File: src/alert_thermal_cfg.svh
// constants for the alert mask and thermal timer block
`ifndef ALERT_THERMAL_CFG_SVH
`define ALERT_THERMAL_CFG_SVH

// register offsets
`define ADDR_STATUS_ONE 8'h41
`define ADDR_STATUS_TWO 8'h42
`define ADDR_MASK_ONE 8'h74
`define ADDR_MASK_TWO 8'h75
`define ADDR_PIN_CFG 8'h78
`define ADDR_TIMER 8'h79
`define ADDR_TIMER_LIMIT 8'h7A
`define ADDR_ALERT_CFG 8'h7D

// field positions
`define BIT_SUMMARY 7
`define BIT_TIMER_FLAG 5
`define BIT_THERMAL_EVENT_PIN_SELECT 1
`define BIT_OVERRIDE_EN 2
`define BIT_ALERT_SELECT 0

// reset values and used-bit masks
`define RESET_BYTE 8'h00
`define RESET_TIMER_LIMIT 8'h00
`define USED_STATUS_ONE 8'h75
`define USED_STATUS_TWO 8'hFE
`define TIMER_FULL 8'hFF

// timer tick: 22.76 ms at 200 MHz
`define TICK_TIME_US 22760
`define CLK_FREQ_MHZ 200

`endif

File: src/alert_thermal_pkg.sv
// types shared by the alert mask and thermal timer block
package alert_thermal_pkg;
    typedef logic [7:0] byte_t;
    typedef logic [22:0] prescale_t;
endpackage

File: src/thermal_timer_if.sv
// carrier between the alert controller and its thermal timer
`timescale 1ns/100ps
`default_nettype none
interface thermal_timer_if;
    import alert_thermal_pkg::*;
    logic active;
    logic rd_clr;
    byte_t limit;
    byte_t value;
    logic over;
    modport timer (input active, input rd_clr, input limit,
                   output value, output over);
    modport ctrl (output active, output rd_clr, output limit,
                  input value, input over);
endinterface
`default_nettype wire
File: src/alert_thermal_ctrl.sv
// alert masking, sticky status and thermal input monitoring
// Summary of operation
// - out-of-limit reading sets its flag; held until cause gone and read
// - alert held low while unmasked fault persists and until status read
// - mask bit blocks only the alert; status flag still sets
// - mask one: 7 summary, 6 remote two, 5 local, 4 remote one, 2, 0
// - mask two: 7,6 diode faults, 5..2 fans, 1 overtemperature
// - with thermal pin selected, mask two bit 5 masks timer-limit alert
// - alert pin off after reset; config four bit 0 enables it
// - config three bit 1 selects thermal pin and enables monitoring
// - config three bit 2 forces full fan drive while input is low
// - override applies only to fans already running
// - timer counts while asserted, pauses when negated, accumulates
// - timer cleared on read; saturates at full scale until cleared
// - bit 0 on first assertion; from 45.52 ms counts 22.76 ms steps
// - read during assertion clears, sets bit 0, restarts counting
// - read during assertion with limit zero sets timer flag again
// - timer above limit sets status two bit 5 and alert
// - limit spans first assertion up to 5.8038 s
// - limit zero alerts on first assertion, one after 45.52 ms
// - status read clears flags whose cause has gone
// - status one bit 7 reads 1 when any status two flag set
// - with thermal timer used, status two bit 5 is timer flag
`timescale 1ns/100ps
`default_nettype none
`include "alert_thermal_cfg.svh"
module alert_thermal_ctrl
#(
    parameter int TICK_CYCLES = `TICK_TIME_US * `CLK_FREQ_MHZ
)
(
    // clock and reset
    input wire logic clk,
    input wire logic nrst,
    // register port
    input wire alert_thermal_pkg::byte_t reg_addr,
    input wire logic reg_wr,
    input wire logic reg_rd,
    input wire alert_thermal_pkg::byte_t reg_wdata,
    output alert_thermal_pkg::byte_t reg_rdata,
    // out-of-limit causes, status one layout
    input wire alert_thermal_pkg::byte_t limit_fault_one,
    // out-of-limit causes, status two layout
    input wire alert_thermal_pkg::byte_t limit_fault_two,
    // fan state
    input wire logic [2:0] fan_running,
    output logic [2:0] full_speed_override,
    // thermal event pin, active low
    input wire logic thermal_event_pin_n,
    // alert pin, open drain
    input wire logic alert_pin_i,
    output logic alert_pin_o,
    output logic alert_pin_oe_n
);
    import alert_thermal_pkg::*;

    ////////////////////////////////////////////////////////////////////
    // reset release
    logic rst_meta_reg;
    logic rst_n;

    always_ff @(posedge clk or negedge nrst)
    begin
        if (!nrst)
        begin
            rst_meta_reg <= 1'b0;
            rst_n <= 1'b0;
        end
        else
        begin
            rst_meta_reg <= 1'b1;
            rst_n <= rst_meta_reg;
        end
    end

    ////////////////////////////////////////////////////////////////////
    // registers
    byte_t alert_mask_one;
    byte_t alert_mask_two;
    byte_t thermal_pin_config;
    byte_t thermal_timer_limit;
    byte_t alert_pin_config;
    byte_t rdata_next;
    byte_t status_one_flags;
    byte_t status_two_flags;
    byte_t status_two_cond;
    byte_t status_one_view;

    thermal_timer_if tif ();

    // address decode
    wire sel_status_one = reg_addr == `ADDR_STATUS_ONE;
    wire sel_status_two = reg_addr == `ADDR_STATUS_TWO;
    wire sel_mask_one = reg_addr == `ADDR_MASK_ONE;
    wire sel_mask_two = reg_addr == `ADDR_MASK_TWO;
    wire sel_pin_cfg = reg_addr == `ADDR_PIN_CFG;
    wire sel_timer = reg_addr == `ADDR_TIMER;
    wire sel_limit = reg_addr == `ADDR_TIMER_LIMIT;
    wire sel_alert_cfg = reg_addr == `ADDR_ALERT_CFG;

    // read strobes with side effects
    wire rd_status_one = reg_rd && sel_status_one;
    wire rd_status_two = reg_rd && sel_status_two;
    wire rd_timer = reg_rd && sel_timer;

    // mode bits
    wire thermal_pin_select = thermal_pin_config[`BIT_THERMAL_EVENT_PIN_SELECT];
    wire override_enable = thermal_pin_config[`BIT_OVERRIDE_EN];
    wire alert_pin_select = alert_pin_config[`BIT_ALERT_SELECT];

    always_ff @(posedge clk or negedge rst_n)
    begin
        if (!rst_n)
        begin
            alert_mask_one <= `RESET_BYTE;
            alert_mask_two <= `RESET_BYTE;
            thermal_pin_config <= `RESET_BYTE;
            thermal_timer_limit <= `RESET_TIMER_LIMIT;
            alert_pin_config <= `RESET_BYTE;
        end
        else if (reg_wr)
        begin
            if (sel_mask_one)
                alert_mask_one <= reg_wdata;
            if (sel_mask_two)
                alert_mask_two <= reg_wdata;
            if (sel_pin_cfg)
                thermal_pin_config <= reg_wdata;
            if (sel_limit)
                thermal_timer_limit <= reg_wdata;
            if (sel_alert_cfg)
                alert_pin_config <= reg_wdata;
        end
    end

    ////////////////////////////////////////////////////////////////////
    // thermal input synchroniser
    logic thermal_event_pin_meta_reg;
    logic thermal_event_pin_sync_reg;

    always_ff @(posedge clk or negedge rst_n)
    begin
        if (!rst_n)
        begin
            thermal_event_pin_meta_reg <= 1'b1;
            thermal_event_pin_sync_reg <= 1'b1;
        end
        else
        begin
            thermal_event_pin_meta_reg <= thermal_event_pin_n;
            thermal_event_pin_sync_reg <= thermal_event_pin_meta_reg;
        end
    end

    wire thermal_active = thermal_pin_select && !thermal_event_pin_sync_reg;

    ////////////////////////////////////////////////////////////////////
    // thermal timer
    assign tif.active = thermal_active;
    assign tif.rd_clr = rd_timer;
    assign tif.limit = thermal_timer_limit;

    thermal_timer #(.TICK_CYCLES(TICK_CYCLES)) u_timer
    (
        .clk(clk),
        .rst_n(rst_n),
        .tif(tif)
    );

    ////////////////////////////////////////////////////////////////////
    // status flags
    wire timer_limit_or_fourth_fan_flag = thermal_pin_select ?
        tif.over : limit_fault_two[`BIT_TIMER_FLAG];

    assign status_two_cond = {limit_fault_two[7:6],
        timer_limit_or_fourth_fan_flag, limit_fault_two[4:0]}
        & `USED_STATUS_TWO;

    status_flag_bank u_status_one
    (
        .clk(clk),
        .rst_n(rst_n),
        .cond(limit_fault_one & `USED_STATUS_ONE & 8'h7F),
        .rd_clr(rd_status_one),
        .flags(status_one_flags)
    );

    status_flag_bank u_status_two
    (
        .clk(clk),
        .rst_n(rst_n),
        .cond(status_two_cond),
        .rd_clr(rd_status_two),
        .flags(status_two_flags)
    );

    wire second_status_summary = |status_two_flags;
    assign status_one_view = {second_status_summary,
        status_one_flags[6:0]};

    ////////////////////////////////////////////////////////////////////
    // read data
    assign rdata_next =
        sel_status_one ? status_one_view :
        sel_status_two ? status_two_flags :
        sel_mask_one ? alert_mask_one :
        sel_mask_two ? alert_mask_two :
        sel_pin_cfg ? thermal_pin_config :
        sel_timer ? tif.value :
        sel_limit ? thermal_timer_limit :
        sel_alert_cfg ? alert_pin_config : `RESET_BYTE;

    always_ff @(posedge clk or negedge rst_n)
    begin
        if (!rst_n)
            reg_rdata <= `RESET_BYTE;
        else if (reg_rd)
            reg_rdata <= rdata_next;
    end

    ////////////////////////////////////////////////////////////////////
    // alert generation
    wire alert_from_one = |(status_one_flags[6:0] & ~alert_mask_one[6:0]);
    wire alert_from_two = !alert_mask_one[`BIT_SUMMARY]
        && |(status_two_flags & ~alert_mask_two);
    wire alert_request = alert_from_one || alert_from_two;
    logic alert_drive_reg;

    always_ff @(posedge clk or negedge rst_n)
    begin
        if (!rst_n)
            alert_drive_reg <= 1'b0;
        else
            alert_drive_reg <= alert_request && alert_pin_select;
    end

    assign alert_pin_o = 1'b0;
    assign alert_pin_oe_n = !alert_drive_reg;

    ////////////////////////////////////////////////////////////////////
    // full speed override
    always_ff @(posedge clk or negedge rst_n)
    begin
        if (!rst_n)
            full_speed_override <= 3'h0;
        else
            full_speed_override <= {3{override_enable && thermal_active}}
                & fan_running;
    end

    ////////////////////////////////////////////////////////////////////
    // checks
    wire unused_alert_in = alert_pin_i;
endmodule
`default_nettype wire

File: src/status_flag_bank.sv
// eight sticky status flags, cleared by a read once the cause is gone
`timescale 1ns/100ps
`default_nettype none
module status_flag_bank
(
    // clock and reset
    input wire logic clk,
    input wire logic rst_n,
    // causes and read strobe
    input wire alert_thermal_pkg::byte_t cond,
    input wire logic rd_clr,
    // flags
    output alert_thermal_pkg::byte_t flags
);
    import alert_thermal_pkg::*;
    byte_t flag_next;

    genvar i;
    generate
        for (i = 0; i < 8; i = i + 1)
        begin : g_flag
            // set wins over the read clear
            assign flag_next[i] = cond[i] | (flags[i] & ~rd_clr);
            always_ff @(posedge clk or negedge rst_n)
            begin
                if (!rst_n)
                    flags[i] <= 1'b0;
                else
                    flags[i] <= flag_next[i];
            end
        end
    endgenerate
endmodule
`default_nettype wire

File: src/thermal_timer.sv
// cumulative saturating timer of thermal input assertions
`timescale 1ns/100ps
`default_nettype none
`include "alert_thermal_cfg.svh"
module thermal_timer
#(
    parameter int TICK_CYCLES = `TICK_TIME_US * `CLK_FREQ_MHZ
)
(
    // clock and reset
    input wire logic clk,
    input wire logic rst_n,
    // controller side
    thermal_timer_if.timer tif
);
    import alert_thermal_pkg::*;
    prescale_t prescale_reg;
    byte_t ticks_reg;
    logic seen_reg;
    wire tick_done = prescale_reg == prescale_t'(TICK_CYCLES - 1);
    wire full = ticks_reg == `TIMER_FULL;

    ////////////////////////////////////////////////////////////////////
    // accumulation, paused while negated, cleared by read
    always_ff @(posedge clk or negedge rst_n)
    begin
        if (!rst_n)
        begin
            prescale_reg <= '0;
            ticks_reg <= `RESET_BYTE;
            seen_reg <= 1'b0;
        end
        else if (tif.rd_clr)
        begin
            prescale_reg <= '0;
            ticks_reg <= `RESET_BYTE;
            seen_reg <= tif.active;
        end
        else if (tif.active && !full)
        begin
            seen_reg <= 1'b1;
            prescale_reg <= tick_done ? '0 : prescale_reg + 23'h1;
            if (tick_done)
                ticks_reg <= ticks_reg + 8'h01;
        end
    end

    // first assertion shows 1, tick count from 45.52 ms on
    assign tif.value = (ticks_reg >= 8'h02) ? ticks_reg : {7'h00, seen_reg};
    assign tif.over = tif.value > tif.limit;
endmodule
`default_nettype wire

File: config.mk
export PLATFORM = sky130hd
export DESIGN_NAME = alert_thermal_ctrl
export DESIGN_NICKNAME = d
export VERILOG_FILES = /design/src/alert_thermal_pkg.sv /design/src/thermal_timer_if.sv /design/src/alert_thermal_ctrl.sv /design/src/status_flag_bank.sv /design/src/thermal_timer.sv
export VERILOG_INCLUDE_DIRS = /design/src
export SDC_FILE = /design/constraint.sdc
export NUM_CORES = 1
export LEC_CHECK = 0
export BUFFER_PORTS_ARGS = -buffer_cell sky130_fd_sc_hd__buf_2
export CORE_MARGIN = 8
export CORE_UTILIZATION = 30
export DETAILED_ROUTE_END_ITERATION = 16
export HOLD_SLACK_MARGIN = 0.02
export MAX_ROUTING_LAYER = met4
export PLACE_DENSITY_LB_ADDON = 0.1
export SYNTH_ARGS = -nofsm -noshare
export SYNTH_HDL_FRONTEND = slang
export SYNTH_SLANG_ARGS = --single-unit
File: constraint.sdc
create_clock -name clk -period 4.3 [get_ports clk]
set_input_delay 0.43 -clock clk [delete_from_list [all_inputs] [get_ports clk]]
set_output_delay 0.43 -clock clk [all_outputs]
set_load 0.02 [all_outputs]
# Yosys cells after proc, flatten, opt, wreduce, memory -nomap -nowiden
# Cells that the tools add are included.
# word_totals
regBits,103
inputBits,41
output_inout_bits,13
# classes
addsub,2
order_cmp,2
n_eq_ne,10
mux,18
n_bitwise,34
n_reduce_logical,24
# ops
cell,count
8-bit two-way mux,12
23-bit two-way mux,3
"8-bit by 7-bit equality test with 1-bit output, second input constant",8
"23-bit by 1-bit adder with 23-bit output, second input constant",1
"23-bit equality test, second input constant",1
8-bit OR reduction,2
1-bit AND,15
1-bit OR,12
2-bit AND reduction,6
"8-bit by 1-bit adder with 8-bit output, second input constant",1
8-bit AND,1
"8-bit equality test, second input constant",1
"8-bit by 2-bit >= comparator with 1-bit output, second input constant",1
8-bit greater-than comparator,1
1-bit logical AND,8
8-bit NOT,1
7-bit AND,1
7-bit NOT,1
7-bit OR reduction,1
1-bit zero test,4
2-bit nonzero test,2
3-bit AND,1
1-bit two-way mux,3
1-bit NOT,2
1-bit logical OR,1

# Longest topological paths before layout
# depth
word_depth,9
mapped_depth,11
mapped_depth_nobuf,11

# Hierarchy
# Synthesis repeated with hierarchy kept, for this count alone.
# unflattened
cells_unflattened,575
hier_area_um2,5826.8
# modules_own_cells
mod,n_inst,cells_each,area_each_um2,seq_area_each_um2
alert_thermal_ctrl,1,289,3069.2,1403.8
thermal_timer,1,252,2229.6,800.8
status_flag_bank,2,17,264.0,200.2

# Least setup slack after synthesis
# Ideal clock, no wire load.
# synth_path
kind,reg-to-reg
from,register u_timer.ticks_reg[0]
to,register u_status_two.flags[5]
setup_ns,0.068
arrival_time_ns,1.947
required_ns,4.232
setup_slack_ns,2.285
path_stages_with_launch,11
period_less_slack_ns,2.015
cell_sequence,dfrtp_1 > inv_1 > ha_1 > nor4_1 > and3_1 > a21oi_1 > ha_1 > nand4_1 > o21ai_0 > or2_2 > nand3_1
# synth_via
elab_chain_cells,5
# synth_rtl
item,line,text
from (decl),thermal_timer.sv:18,byte_t ticks_reg;
from (signal assigned),thermal_timer.sv:30,ticks_reg <= `RESET_BYTE;
from (signal assigned),thermal_timer.sv:36,ticks_reg <= `RESET_BYTE;
from (signal assigned),thermal_timer.sv:44,ticks_reg <= ticks_reg + 8'h01;
8-bit by 2-bit >= comparator with 1-bit output,thermal_timer.sv:49,"assign tif.value = (ticks_reg >= 8'h02) ? ticks_reg : {7'h00, seen_reg};"
8-bit two-way mux (*),thermal_timer.sv:49,
8-bit greater-than comparator (*),thermal_timer.sv:50,assign tif.over = tif.value > tif.limit;
1-bit two-way mux (*),alert_thermal_ctrl.sv:172,wire timer_limit_or_fourth_fan_flag = thermal_pin_select ?
1-bit OR (*),status_flag_bank.sv:23,assign flag_next[i] = cond[i] | (flags[i] & ~rd_clr);
named net u_status_two.flag_next[5],status_flag_bank.sv:16,byte_t flag_next;
"to (signal, indexed assignment)",status_flag_bank.sv:29,flags[i] <= flag_next[i];
to (decl),status_flag_bank.sv:13,output alert_thermal_pkg::byte_t flags
# The timed path passes the listed nets; every way through them passes the cells marked *.
# A chain may end at the register's enable or synchronous reset.

# Final worst setup path
# layout_path
from,register thermal_pin_config[1]
to,register u_timer.prescale_reg[18]
# layout_via
elab_chain_cells,3
# layout_rtl
item,line,text
from (decl),alert_thermal_ctrl.sv:80,byte_t thermal_pin_config;
from (signal assigned),alert_thermal_ctrl.sv:117,thermal_pin_config <= `RESET_BYTE;
from (signal assigned),alert_thermal_ctrl.sv:128,thermal_pin_config <= reg_wdata;
1-bit logical AND,alert_thermal_ctrl.sv:155,wire thermal_active = thermal_pin_select && !thermal_event_pin_sync_reg;
1-bit logical AND,thermal_timer.sv:39,else if (tif.active && !full)
2-bit nonzero test (no source line),-,
to (signal assigned),thermal_timer.sv:42,prescale_reg <= tick_done ? '0 : prescale_reg + 23'h1;
to (decl),thermal_timer.sv:17,prescale_t prescale_reg;
# Every way passes these cells.

==> out/qor.csv <==
metric,value,unit
status,completed,
grt_max_degree,67,
synth_cell_types,73,
power_switching,0.5300,mW
fmax,0.4095,GHz
post-route-min-period,2.442,ns
post-route-util,34.44,%
endpoint_kind,flop,
wl,16.38,mm
setup_tns,0,ns
seq_area_frac_synth,46.47,%
cp_cell_sequence,"and2b_1, o21a_1, nand3_4, nand2_1, nor2_1",
row_count,49,
synthTopCellsByCount,"101 x dfrtp_1, 43 x nor2_1, 37 x nand2_1",
die_h,152.0,µm
finalSetupViolCount,0,
critPathMaxFanout,18,
first_pass_iters,5,
synthAdderAreaFrac,2.479,%
wl_per_cell,20.19,µm
synth_top_family_by_area,simple AND/OR/NAND/NOR gates,
grt.total_usage,14.76,%
ant_nets,0,
startpoint_type,flop,
largest_reg_flops,23,
core,18090,µm²
synthXorXnorAreaFrac,3.155,%
tightest_slew,0.8915,ns
dp_slack,1.782,ns
ys.flop_type,dfrtp_1,
viasPerCell,5.381,
fin_nets,628,
grt.overflow.total,0,
htree_levels,3,
p_seq_share,51.1,%
chipWidth,152.0,µm
cp_data_arrival_time,2.65,ns
synth_top_cells_by_area,"dfrtp_1 46%, mux2_2 6.1%, nor2_1 2.9%",
antenna_found_initial,1,
synth_top_area_share,45.53,%
hp-start,thermal_event_pin_n,
cts_tree,done,
r2r_end,u_timer.prescale_reg[18],
synth-seq-cells,103,
yosysWarnings,0,
leakage,2.702,nW
fin_cells,811,
syn-num-nets,598,
cts.root.buffer_cell,clkbuf_16,
clockBufferDepth,2,
path_buf_inv,0,
reg2reg_depth,5,
power_density,334.2,nW/µm²
critPathMaxStageDelay,0.57,ns
maxCapViolations,0,
cp.required,4.50,ns
reg2reg_slack,1.86,ns
clock_sinks,103,
area_growth_syn_to_layout,12.19,%
synth_cells,546,
grt_pass1_wl,26.30,mm
cts_buffers,9,
skew,0.008415,ns
fillers,1845,
synth_largest_area_cell,dfrtp_1,
cts.repair.resized,0,
syn_avg_cell_area,10.17,µm²
hold_viol,0,
relSlewSlack,40.57,%
yosys-mux-area-fraction,6.694,%
drv_slew,0,
synthArstFlopShare,100.0,%
clock_latency,0.35,ns
place_hpwl,11.79,mm
cp_num_cells,5,
initial_utilization,30.70,%
hold_class,primary input to flop,
period_share,56.79,%
endpoint,u_timer.prescale_reg[18],
clkPwrFrac,39.9,%
grt_pass1_vias,4385,
internal_power,1.552,mW
final.setup.worst_slack,1.858,ns
ioPinCount,54,
dp_cells,793,
dieArea,23110,µm²
sw_frac_of_total,25.46,%
rsz0062_at_grt,no,
vias,4364,
synth_area,5552,µm²
io_buffer_count,47,
yosysMostFrequentCell,dfrtp_1,
drt-initial-drc-count,317,
crit_type,flop to flop,
drc_errors,0,
critical_path.top_delay_family,simple AND/OR/NAND/NOR gates,
p_comb_share,9.0,%
clk_pin_slew,0.07,ns
synth_compound_area_share,17.20,%
irDropWorstVdd,0.0001869,V
layout-drive-gt1-share,21.00,%
startpoint,thermal_pin_config[1],
synth-edff-count,0,
synthSimpleGateAreaFrac,18.41,%
gp_congestion,0.8382,
cpMaxStageDelayCell,o21a_1,
r2r-start,thermal_pin_config[1],
repair_timing:
| action | 4_1_cts | 5_1_grt |
|---|---|---|
| hold buffers | 1 | 0 |
| hold endpoints to repair | 2 | 0 |
| setup buffers | 0 | 0 |
power by group through the flow:
stage                     Sequential, mW  Combinational (mW)  Clock [mW]
after global routing                1.07               0.211       0.897
after detailed placement            1.08               0.187           0
final                               1.06               0.188       0.831
after CTS                           1.06               0.189       0.860
after global placement              1.08               0.186           0
after floorplan                     1.08               0.117           0
worst min path at each step:
| stage | to | cells after the start |
|---|---|---|
| 6_report | thermal_event_pin_meta_reg | 1 |
| 3_5_place_dp | rst_meta_reg | 1 |
| 2_1_floorplan | rst_meta_reg | 0 |
| 4_1_cts | thermal_event_pin_meta_reg | 1 |
| 3_3_place_gp | rst_meta_reg | 1 |
| 5_1_grt | thermal_event_pin_meta_reg | 1 |
routing by layer:
metal / up-vias / global-route usage, % / part of all wire (%)
li1: 2063 / - / -
met5: - / - / 0
met2: 116 / 21.16 / 43
met3: 11 / 3.460 / 4.8
met4: 0 / 2.999 / 0.79
met1: 2174 / 20.75 / 51
layout by cell type, fill, tap and decap left out, drive strengths merged, types with 4 or more instances in the layout:
cell type / n
and2: 6
a21oi: 20
dfrtp: 101
a221oi: 13
o21a: 7
o21ai: 25
o22ai: 10
and3: 6
a21o: 15
clkbuf: 12
xnor2: 13
a2111oi: 6
inv: 31
clkinv: 4
xor2: 7
buf: 51
nand3: 23
nor4: 7
mux2: 33
and4: 4
a211oi: 5
o2111ai: 4
nor2b: 7
ha: 11
nand4: 19
nor2: 45
and4b: 4
o221ai: 5
nand2: 39
logic make-up (layout without fill, tap and decap cells):
group | after synthesis | count (layout)
AOI/OAI and AO/OA | 131 | 131
DFF | 103 | 103
muxes | 33 | 33
and+or+nand+nor | 181 | 181
buffers and inverters | 65 | 100
adders and majority gates | 11 | 11
other | 2 | 3
xor gates and xnor gates | 20 | 20
area by class of cell:
| class | instances | area, µm² | area share, % |
|---|---|---|---|
| Antenna cell | 1 | 2.502 | 0.04018 |
| Inverter | 32 | 120.1 | 1.928 |
| Clock buffer | 12 | 246.5 | 3.957 |
| Sequential cell | 103 | 2584 | 41.48 |
| Multi-Input combinational cell | 378 | 2669 | 42.85 |
| Timing Repair Buffer | 52 | 275.3 | 4.419 |
| Tap cell | 229 | 286.5 | 4.600 |
| Clock inverter | 4 | 45.04 | 0.7232 |
per-stage QoR:
stage               instance area, µm²  total power [mW]  hold slack (ns)
floorplan                         5552             1.193           0.1344
global placement                  5924             1.269           0.2147
detailed placement                5924             1.270           0.2186
CTS                               6226             2.113           0.1599
global route                      6228             2.180           0.1535
finish                            6228             2.082           0.1791
Power figures use the tool's default switching activity.
